`src/urm_pkg.sv`:
```
/*
 * constants of the uart host register map and receiver watchdog.
 * assumes one clock (mclk) and a synchronous active-high reset.
 */
package urm_pkg;
   // register offsets on the 4-bit host address
   localparam logic [3:0] ADR_MODE  = 4'h0;
   localparam logic [3:0] ADR_STAT  = 4'h1;
   localparam logic [3:0] ADR_CMD   = 4'h2;
   localparam logic [3:0] ADR_HOLD  = 4'h3;
   localparam logic [3:0] ADR_CHG   = 4'h4;
   localparam logic [3:0] ADR_INT   = 4'h5;
   localparam logic [3:0] ADR_CNT_HI = 4'h6;
   localparam logic [3:0] ADR_CNT_LO = 4'h7;
   localparam logic [3:0] ADR_GP    = 4'hC;
   localparam logic [3:0] ADR_PIN   = 4'hD;
   localparam logic [3:0] ADR_START = 4'hE;
   localparam logic [3:0] ADR_STOP  = 4'hF;
   // command word fields
   localparam logic [3:0] CMD_PTR_ONE  = 4'h1;
   localparam logic [3:0] CMD_PTR_ZERO = 4'hB;
   localparam int         CMD_RX_EN    = 0;
   localparam int         CMD_RX_DIS   = 1;
   localparam int         CMD_TX_EN    = 2;
   localparam int         CMD_TX_DIS   = 3;
   // mode register zero fields
   localparam int         MODE0_WDOG   = 7;
   // reset value and read value of unmapped offsets
   localparam logic [7:0] REG_RST      = 8'h00;
   localparam logic [7:0] RD_UNMAPPED  = 8'h00;
   // watchdog span in receiver 1x bit periods
   localparam logic [6:0] WDOG_BITS    = 7'h40;
   // mode register pointer
   typedef enum logic [1:0] {PTR_MODE0, PTR_MODE1, PTR_MODE2} urm_ptr_t;
endpackage

```
`src/urm_regmap.sv`:
```
/*
 * host register map of a single-channel uart with mode register pointer,
 * command decode and receiver watchdog.
 * assumes host strobes and addresses synchronous to mclk, one access per
 * strobe assertion; the serial engines and counter live outside.
 */
// Operation
// - mode registers share one address via pointer
// - command low nibble enables or disables rx/tx
// - command B moves pointer to zero
// - registers honour read-only or write-only access
// - mode zero bit 7 enables watchdog
// - interrupt after 64 idle bit times with data
// - each mode access advances pointer, stops at two
// - reset points pointer at mode register one
// - fifo access restarts watchdog; empty means idle
`timescale 1ns/100ps
module urm_regmap
   import urm_pkg::*;
(
   // clock and reset
   input  wire logic       mclk,
   input  wire logic       srst,
   // host bus
   input  wire logic [3:0] addr,
   input  wire logic       rd_n,
   input  wire logic       wr_n,
   input  wire logic [7:0] data_in,
   output logic      [7:0] data_out,
   output logic            data_oe_n,
   // read-only sources
   input  wire logic [7:0] status_in,
   input  wire logic [7:0] rx_data_in,
   input  wire logic [7:0] chg_flags_in,
   input  wire logic [7:0] int_status_in,
   input  wire logic [7:0] ctr_upper_in,
   input  wire logic [7:0] ctr_lower_in,
   input  wire logic [7:0] pin_state_in,
   // receive fifo and bit clock
   input  wire logic       rx_fifo_nonempty,
   input  wire logic       rx_fifo_wr,
   input  wire logic       rx_bit_tick,
   // configuration out
   output logic      [7:0] mode_zero,
   output logic      [7:0] mode_one,
   output logic      [7:0] mode_two,
   output logic      [7:0] clock_select,
   output logic      [7:0] aux_control,
   output logic      [7:0] interrupt_mask,
   output logic      [7:0] preset_upper,
   output logic      [7:0] preset_lower,
   output logic      [7:0] pin_config,
   output logic      [7:0] out_port,
   output logic      [7:0] vector_gp,
   output logic            rx_enable,
   output logic            tx_enable,
   // strobes out
   output logic            cmd_strobe,
   output logic      [7:0] cmd_code,
   output logic            tx_push,
   output logic      [7:0] tx_data,
   output logic            rx_pop,
   output logic            ct_start,
   output logic            ct_stop,
   output logic            wdog_irq
);
   logic       rd_prev_r, wr_prev_r;
   logic [7:0] mode_r [0:2];
   logic [7:0] cksel_r, aux_r, mask_r, prehi_r, prelo_r, pincf_r, opr_r, gp_r;
   logic [7:0] dout_r, dout_nxt, cmd_r, txd_r;
   logic       oe_n_r, rxen_r, rxen_nxt, txen_r, txen_nxt;
   logic       cmds_r, push_r, pop_r, start_r, stop_r, irq_r;
   logic [6:0] cnt_r, cnt_nxt;
   urm_ptr_t   ptr_r, ptr_nxt;
   // one access per strobe assertion
   wire rd_go = ~rd_n & rd_prev_r;
   wire wr_go = ~wr_n & wr_prev_r;
   wire rd_at [0:15];
   wire wr_at [0:15];
   genvar a;
   generate
      for (a = 0; a < 16; a++) begin : g_dec
         assign rd_at[a] = rd_go && (addr == 4'(a));
         assign wr_at[a] = wr_go && (addr == 4'(a));
      end
   endgenerate

   wire mode_acc  = rd_at[ADR_MODE] | wr_at[ADR_MODE];
   wire cmd_wr    = wr_at[ADR_CMD];
   wire [3:0] cop = data_in[7:4];
   wire wd_on     = mode_r[0][MODE0_WDOG];
   wire wd_kick   = rx_fifo_wr | rd_at[ADR_HOLD];
   always_comb begin
      ptr_nxt = ptr_r;
      if (cmd_wr && cop == CMD_PTR_ZERO)
         ptr_nxt = PTR_MODE0;
      else if (cmd_wr && cop == CMD_PTR_ONE)
         ptr_nxt = PTR_MODE1;
      else if (mode_acc) begin
         unique case (ptr_r)
            PTR_MODE0: ptr_nxt = PTR_MODE1;
            PTR_MODE1: ptr_nxt = PTR_MODE2;
            PTR_MODE2: ptr_nxt = PTR_MODE2;
            default:   ptr_nxt = PTR_MODE2;
         endcase
      end
   end

   always_comb begin
      rxen_nxt = rxen_r;
      txen_nxt = txen_r;
      if (cmd_wr) begin
         if (data_in[CMD_RX_DIS])
            rxen_nxt = 1'b0;
         else if (data_in[CMD_RX_EN])
            rxen_nxt = 1'b1;
         if (data_in[CMD_TX_DIS])
            txen_nxt = 1'b0;
         else if (data_in[CMD_TX_EN])
            txen_nxt = 1'b1;
      end
   end

   // read side only sees readable registers
   always_comb begin
      unique case (addr)
         ADR_MODE: dout_nxt = mode_r[ptr_r];
         ADR_STAT: dout_nxt = status_in;
         ADR_HOLD: dout_nxt = rx_data_in;
         ADR_CHG:  dout_nxt = chg_flags_in;
         ADR_INT:  dout_nxt = int_status_in;
         ADR_CNT_HI: dout_nxt = ctr_upper_in;
         ADR_CNT_LO: dout_nxt = ctr_lower_in;
         ADR_GP:   dout_nxt = gp_r;
         ADR_PIN:  dout_nxt = pin_state_in;
         default:  dout_nxt = RD_UNMAPPED;
      endcase
   end

   always_comb begin
      cnt_nxt = cnt_r;
      if (!wd_on || !rx_fifo_nonempty || wd_kick)
         cnt_nxt = 7'h00;
      else if (rx_bit_tick && cnt_r != WDOG_BITS)
         cnt_nxt = cnt_r + 7'h01;
   end

   always_ff @(posedge mclk) begin
      if (srst) begin
         rd_prev_r <= 1'b1;
         wr_prev_r <= 1'b1;
         ptr_r     <= PTR_MODE1;
         rxen_r    <= 1'b0;
         txen_r    <= 1'b0;
         cnt_r     <= 7'h00;
         irq_r     <= 1'b0;
      end else begin
         rd_prev_r <= rd_n;
         wr_prev_r <= wr_n;
         ptr_r     <= ptr_nxt;
         rxen_r    <= rxen_nxt;
         txen_r    <= txen_nxt;
         cnt_r     <= cnt_nxt;
         irq_r     <= wd_on && (cnt_nxt == WDOG_BITS);
      end
   end

   genvar m;
   generate
      for (m = 0; m < 3; m++) begin : g_mode
         always_ff @(posedge mclk) begin
            if (srst)
               mode_r[m] <= REG_RST;
            else if (wr_at[ADR_MODE] && ptr_r == urm_ptr_t'(m))
               mode_r[m] <= data_in;
         end
      end
   endgenerate

   always_ff @(posedge mclk) begin
      if (srst) begin
         cksel_r <= REG_RST;
         aux_r   <= REG_RST;
         mask_r  <= REG_RST;
         prehi_r <= REG_RST;
         prelo_r <= REG_RST;
         pincf_r <= REG_RST;
         opr_r   <= REG_RST;
         gp_r    <= REG_RST;
      end else begin
         if (wr_at[ADR_STAT])   cksel_r <= data_in;
         if (wr_at[ADR_CHG])    aux_r   <= data_in;
         if (wr_at[ADR_INT])    mask_r  <= data_in;
         if (wr_at[ADR_CNT_HI]) prehi_r <= data_in;
         if (wr_at[ADR_CNT_LO]) prelo_r <= data_in;
         if (wr_at[ADR_PIN])    pincf_r <= data_in;
         if (wr_at[ADR_GP])    gp_r   <= data_in;
         if (wr_at[ADR_START])
            opr_r <= opr_r | data_in;
         else if (wr_at[ADR_STOP])
            opr_r <= opr_r & ~data_in;
      end
   end

   always_ff @(posedge mclk) begin
      if (srst) begin
         dout_r  <= REG_RST;
         oe_n_r  <= 1'b1;
         cmds_r  <= 1'b0;
         cmd_r   <= REG_RST;
         push_r  <= 1'b0;
         txd_r   <= REG_RST;
         pop_r   <= 1'b0;
         start_r <= 1'b0;
         stop_r  <= 1'b0;
      end else begin
         oe_n_r  <= rd_n;
         if (rd_go)
            dout_r <= dout_nxt;
         cmds_r  <= cmd_wr;
         if (cmd_wr)
            cmd_r <= data_in;
         push_r  <= wr_at[ADR_HOLD];
         if (wr_at[ADR_HOLD])
            txd_r <= data_in;
         pop_r   <= rd_at[ADR_HOLD];
         start_r <= rd_at[ADR_START];
         stop_r  <= rd_at[ADR_STOP];
      end
   end

   assign data_out       = dout_r;
   assign data_oe_n      = oe_n_r;
   assign mode_zero      = mode_r[0];
   assign mode_one       = mode_r[1];
   assign mode_two       = mode_r[2];
   assign clock_select   = cksel_r;
   assign aux_control    = aux_r;
   assign interrupt_mask = mask_r;
   assign preset_upper   = prehi_r;
   assign preset_lower   = prelo_r;
   assign pin_config     = pincf_r;
   assign out_port       = opr_r;
   assign vector_gp      = gp_r;
   assign rx_enable      = rxen_r;
   assign tx_enable      = txen_r;
   assign cmd_strobe     = cmds_r;
   assign cmd_code       = cmd_r;
   assign tx_push        = push_r;
   assign tx_data        = txd_r;
   assign rx_pop         = pop_r;
   assign ct_start       = start_r;
   assign ct_stop        = stop_r;
   assign wdog_irq       = irq_r;
   property p_ptr_rst;
      @(posedge mclk) srst |=> ptr_r == PTR_MODE1;
   endproperty
   a_ptr_rst: assert property (p_ptr_rst)
      else $error("pointer not at one after reset");

   property p_ptr_zero;
      @(posedge mclk) disable iff (srst)
      cmd_wr && cop == CMD_PTR_ZERO |=> ptr_r == PTR_MODE0;
   endproperty
   a_ptr_zero: assert property (p_ptr_zero)
      else $error("command B did not move pointer to zero");

   property p_ptr_one;
      @(posedge mclk) disable iff (srst)
      cmd_wr && cop == CMD_PTR_ONE |=> ptr_r == PTR_MODE1;
   endproperty
   a_ptr_one: assert property (p_ptr_one)
      else $error("command 1 did not select mode one");

   property p_ptr_adv;
      @(posedge mclk) disable iff (srst)
      mode_acc && !cmd_wr && ptr_r != PTR_MODE0 |=> ptr_r == PTR_MODE2;
   endproperty
   a_ptr_adv: assert property (p_ptr_adv)
      else $error("pointer did not settle on mode two");

   property p_nibble;
      @(posedge mclk) disable iff (srst)
      cmd_wr && data_in[CMD_RX_EN] && !data_in[CMD_RX_DIS]
         && data_in[CMD_TX_DIS] |=> rx_enable && !tx_enable;
   endproperty
   a_nibble: assert property (p_nibble)
      else $error("enable nibble not applied");

   property p_ro_wo;
      @(posedge mclk) disable iff (srst)
      rd_at[ADR_CMD] |=> data_out == RD_UNMAPPED && $stable(cmd_code);
   endproperty
   a_ro_wo: assert property (p_ro_wo)
      else $error("write-only register leaked on read");

   property p_dir;
      @(posedge mclk) disable iff (srst)
      wr_at[ADR_HOLD] |=> tx_push && !rx_pop;
   endproperty
   a_dir: assert property (p_dir)
      else $error("write to holding offset misrouted");

   property p_wd_off;
      @(posedge mclk) disable iff (srst)
      !wd_on |=> !wdog_irq;
   endproperty
   a_wd_off: assert property (p_wd_off)
      else $error("watchdog fired while disabled");

   property p_wd_fire;
      @(posedge mclk) disable iff (srst)
      $rose(wdog_irq) |-> $past(cnt_r) == WDOG_BITS - 7'h01
         && $past(rx_bit_tick);
   endproperty
   a_wd_fire: assert property (p_wd_fire)
      else $error("watchdog fired at wrong count");

   property p_wd_idle;
      @(posedge mclk) disable iff (srst)
      !rx_fifo_nonempty || wd_kick |=> !wdog_irq && cnt_r == 7'h00;
   endproperty
   a_wd_idle: assert property (p_wd_idle)
      else $error("watchdog not restarted or active when empty");
endmodule

```
`config.mk`:
```
export PLATFORM = sky130hd
export DESIGN_NAME = urm_regmap
export DESIGN_NICKNAME = d
export VERILOG_FILES = /design/src/urm_pkg.sv /design/src/urm_regmap.sv
export SDC_FILE = /design/constraint.sdc
export NUM_CORES = 1
export LEC_CHECK = 0
export ABC_AREA = 1
export BUFFER_PORTS_ARGS = -buffer_cell sky130_fd_sc_hd__buf_2
export CORE_UTILIZATION = 56
export CTS_BUF_LIST = sky130_fd_sc_hd__clkbuf_8
export CTS_CLUSTER_SIZE = 14
export DETAILED_ROUTE_END_ITERATION = 8
export GPL_TIMING_DRIVEN = 0
export HOLD_SLACK_MARGIN = 0.03
export PLACE_DENSITY = 0.88
export SYNTH_ARGS = -nofsm -noshare
export SYNTH_HDL_FRONTEND = slang
export SYNTH_SLANG_ARGS = --single-unit
```
`constraint.sdc`:
```
create_clock -name mclk -period 4.87 [get_ports mclk]
set_input_delay 0 -clock mclk [delete_from_list [all_inputs] [get_ports mclk]]
set_output_delay 0 -clock mclk [all_outputs]
set_load 0.01 [all_outputs]
```
Word-level counts from Yosys, hierarchy flattened:

Memory sizes are Yosys's and may differ from the RTL's.
Cells that the tools add are included.
W data, S select, Z words.

* bitwise gates (word level): 12
* $add $sub $neg: 1
* equal/unequal tests: 17
* reductions and logical operators: 36
* multiplexer cells: 27

Operator list (count)
* $pmux W8 S9: 1
* $mux W8: 5
* $logic_and A1 B1 Y1: 23
* $eq A4 B4 Y1 const B: 5
* $mux W1: 18
* $eq A4 B3 Y1 const B: 4
* $mux W7: 2
* $and A8 B8 Y8: 1
* $eq A4 B1 Y1 const B: 2
* $eq A4 B2 Y1 const B: 2
* $not A8 Y8: 1
* $or A8 B8 Y8: 1
* $add A7 B1 Y7 const B: 1
* $eq A7 B7 Y1 const B: 1
* $ne A7 B7 Y1 const B: 1
* $reduce_bool A2 Y1: 3
* $or A1 B1 Y1: 5
* $logic_not A4 Y1: 1
* $reduce_and A2 Y1: 2
* $reduce_bool A3 Y1: 1
* $reduce_or A3 Y1: 1
* $and A1 B1 Y1: 2
* $eq A2 B1 Y1 const B: 1
* $eq A2 B2 Y1 const B: 1
* 5 further kinds: 8

* memories kept: 1
* output and inout bits: 121
* bits in writable memories: 24
* register bits: 107
* input bits: 75

Memory list
* mode_r: depth 3, bits a word 8, read ports 4, clocked after memory_dff 0, write ports 3, line urm_regmap.sv:68 `logic [7:0] mode_r [0:2];`

Depth between registers and ports, before layout:

* word-level depth: 8
* mapped depth: 12
* mapped depth without buffers: 12

Least setup slack after synthesis:

No wires, ideal clock.

* kind: register -> register
* from: register wr_prev_r
* to: memory mode_r[2][0] (enable)
* data arrival time: 1.438 ns
* slack: 3.045 ns
* path buffers: 0
* period minus slack after synthesis: 1.825 ns
* cell stages (with the launch flop): 5
* path through: dfxtp_1 -> nand2_2 -> nor2_1 -> inv_1 -> o31ai_1

RTL lines
* start, declared: line urm_regmap.sv:67 `logic rd_prev_r, wr_prev_r;`
* start signal, assigned: line urm_regmap.sv:159 `wr_prev_r <= wr_n;`
* end, declared: line urm_regmap.sv:68

Worst setup path in the final report:

* from: input addr[3]
* to: register dout_r[3], in the netlist data_out[3]

* cells in the longest elaborated chain, start to end: 2

RTL lines
* start, declared: line urm_regmap.sv:25 `input wire logic [3:0] addr,`
* $eq A4 B4 Y1 (tied with other cells): line urm_regmap.sv:126 `unique case (addr)`
* $pmux W8 S9 *: line urm_regmap.sv:126
* end signal, assigned: line urm_regmap.sv:219 `dout_r <= dout_nxt;`
* end, declared: line urm_regmap.sv:70 `logic [7:0] dout_r, dout_nxt, cmd_r, txd_r;`

Every way passes the cells marked *; elsewhere a longest branch is shown, timed or not.
A chain may end at the register's enable or synchronous reset.

==> results.yml <==
clock_tree:
  root_buffer: "clkbuf_8"
  cts.clk_slew.worst_paths_ns: 0.08
  cts_max_level: 4
  clock_sinks: 131
  clock_latency_ns: 0.44
  numCtsBuffers: 17
  post_cts_resized: 0
  clock_path_buffers: 2
  cts_tree: "done"
logic_synthesis:
  syn_nets: 832
  synth.most_common_cell: "nand2_1"
  synth_edf_count: 24
  yosysWarnings: 0
  syn_avg_cell_area_um2: 7.56
  synthCells: 755
  yosysTopAreaCellShare_pct: 37.6
  ys_async_sr_fraction_pct: 0
  yosys.area.top_type: "dfxtp_1"
  ys_seq_elements: 131
  synth_common_cells: "nand2_1 (229), dfxtp_1 (107), a21oi_1 (89)"
  synth_area_mm2: 0.00570
  ys.flop_type: "dfxtp_1"
  synth.area.top_cells: "dfxtp_1 (38%), nand2_1 (15%), edfxtp_1 (13%)"
  yosysSeqAreaShare_pct: 50.2
  synthDistinctLibCells: 31
layout:
  drive_gt1_share_pct: 25.6
  antenna_cells: 0
  final_net_count: 1058
  fin_area_mm2: 0.00738
  fin_util_pct: 75.2
  syn_to_final_growth_pct: 29.4
sta:
  worst_pin_slew_ns: 1.23
  setup_ws_ns: 2.33
  max-slew-margin-rel_pct: 17.2
  grt_setup_unrepaired: "no"
  fin_crit_sh_pct: 52.3
  clock_skew_ns: 0.00965
  setup_viol: 0
  hold_viol_final: 0
  fmax_mhz: 393
  fin_setup_tns_ns: 0
  final.min_clock_period_ns: 2.54
  slew_viol_final: 0
die:
  die-width_um: 103
  die_h_um: 103
  die_area_mm2: 0.0106
  num_rows: 36
  io_pins: 196
  initial_core_util_pct: 58.1
  core_mm2: 0.00982
global_route:
  grt_usage_pct: 34.6
  grt_pass1_vias: 5499
  grt_max_degree: 17
  gr-total-overflow: 0
  grt_pass1_wl_um: 27000
  antenna_found_initial: 0
detailed_routing:
  drt_iter0_markers: 483
  ant_nets: 0
  routed_wl_um: 18300
  drt-pass1-iter-count: 7
  wire_per_inst_um: 16.2
  drc: 0
  vias_per_cell: 5.51
  vias: 6207
worst_setup_path:
  worstSetupPathType: "input pin to flip-flop"
  path_max_fanout: 10
  startpoint_type: "input pin"
  crit_required_ns: 5.24
  crit_path_end_kind: "flip-flop"
  crit_arrival_ns: 2.91
run_status:
  status: "finished clean"
min_path:
  hold_path_class: "input pin to flip-flop"
placement:
  io_buffers: 186
  dp_hpwl_um: 12600
  place.gp.congestion: 0.859
  place_ws_ns: 2.62
  post_dp_cell_area_mm2: 0.00680
run:
  cap_viol_max_count: 0
power_and_ir_drop:
  p_leak_nw: 3.42
  powerDensity_mw_per_mm2: 300
  peakVddDrop_v: 0.000210
[area by class of cell]
type,instances,area [µm²]
fillers,777,2440
well taps,133,166
multi-input cells,542,2490
flip-flops and latches,131,2860
plain buffers,34,171
clock buffers,17,234
repair buffers,207,1140
clock inverters,15,134
inverters,48,180
[metrics by stage]
step,hold WS [ns],cells,power (mW)
CTS,0.0338,1127,2.21
floorplan,0.0966,755,1.27
global placement,0.218,1074,1.36
detailed placement,0.217,1074,1.36
global route,0.0653,1127,2.28
finish,0.0418,1127,2.21
[worst max-delay path: stages]
cell and delay, ns:
dlygate4sd3_1 0.55, buf_2 0.17, inv_2 0.10, nand2_4 0.10, nor2_4 0.29, buf_6 0.20, nand2_1 0.06, nand2_1 0.05
dlygate4sd3_1 0.55, nor2_1 0.04, dlygate4sd3_1 0.55, nand3_1 0.07, nand2_1 0.06, a21oi_2 0.12
[sequential cells by signal (all words and copies together), names as in the netlist, 2 cells and up, named ones only]
| signal | cells |
|---|---|
| cmd_code | 8 |
| mode_r | 24 |
| tx_data | 8 |
| data_out | 8 |
| clock_select | 8 |
| vector_gp | 8 |
| aux_control | 8 |
| preset_lower | 8 |
| preset_upper | 8 |
| pin_config | 8 |
| ptr_r | 2 |
| cnt_r | 7 |
| interrupt_mask | 8 |
[final timing paths]
| check | start | to | slack (ns) | cells past startpoint |
|---|---|---|---|---|
| max | addr[3] | data_out[3] | 2.33 | 14 |
| min | ctr_lower_in[1] | data_out[1] | 0.04 | 7 |
| min reg2reg | aux_control[3] | aux_control[3] | 0.46 | 2 |
| max reg2reg | ptr_r[0] | mode_r[0][2] | 2.56 | 3 |
[kinds of logic (layout without fill, tap and decap cells)]
kind of cell	count (synthesis)	count (layout)	share of synthesized area, %
AND/OR/NAND/NOR	405	405	31.1
adder cells (fa/ha/maj)	2	2	0.439
buffers and inverters	82	321	6.16
AO/OA/AOI/OAI	135	135	12.2
flip-flops	131	131	50.2
[layout by cell type, fill, tap and decap left out, types with 2 or more instances in the layout]
| cell type | count |
|---|---|
| nand2_2 | 5 |
| nor2_1 | 65 |
| clkinv_4 | 3 |
| o21ai_1 | 2 |
| nand2_4 | 3 |
| clkbuf_1 | 22 |
| edfxtp_1 | 24 |
| clkinv_2 | 2 |
| nand4_1 | 6 |
| nor2_4 | 9 |
| o21ai_0 | 38 |
| clkbuf_8 | 17 |
| clkinvlp_4 | 3 |
| nand3_1 | 75 |
| inv_1 | 40 |
| inv_2 | 4 |
| inv_6 | 3 |
| buf_2 | 188 |
| buf_4 | 5 |
| buf_6 | 3 |
| ha_1 | 2 |
| nor2_2 | 3 |
| clkinv_1 | 6 |
| dfxtp_1 | 107 |
| o21bai_1 | 2 |
| nor3_1 | 6 |
| buf_1 | 2 |
| a21oi_2 | 2 |
| a21oi_1 | 89 |
| dlygate4sd3_1 | 21 |
| nand2_1 | 229 |
[power by group]
part,total (mW),switching (mW),internal [mW],leakage [nW]
logic,0.219,0.145,0.0737,2.13
clock network,0.857,0.450,0.407,0.180
registers,1.13,0.0122,1.12,1.11
[routing by layer]
layer	vias to the layer above	part of all wire, %	track usage [%]
li1	2929	-	-
met1	2846	39	43.1
met2	369	47	56.6
met3	63	10	8.14
met4	0	3.7	16.9
met5	-	0	0
[what timing repair did]
action / 4_1_cts / 5_1_grt
hold buffers: 21 / 0
setup buffers: 0 / 0
hold endpoints to repair: 17 / 0
Power figures use the tool's default switching activity.
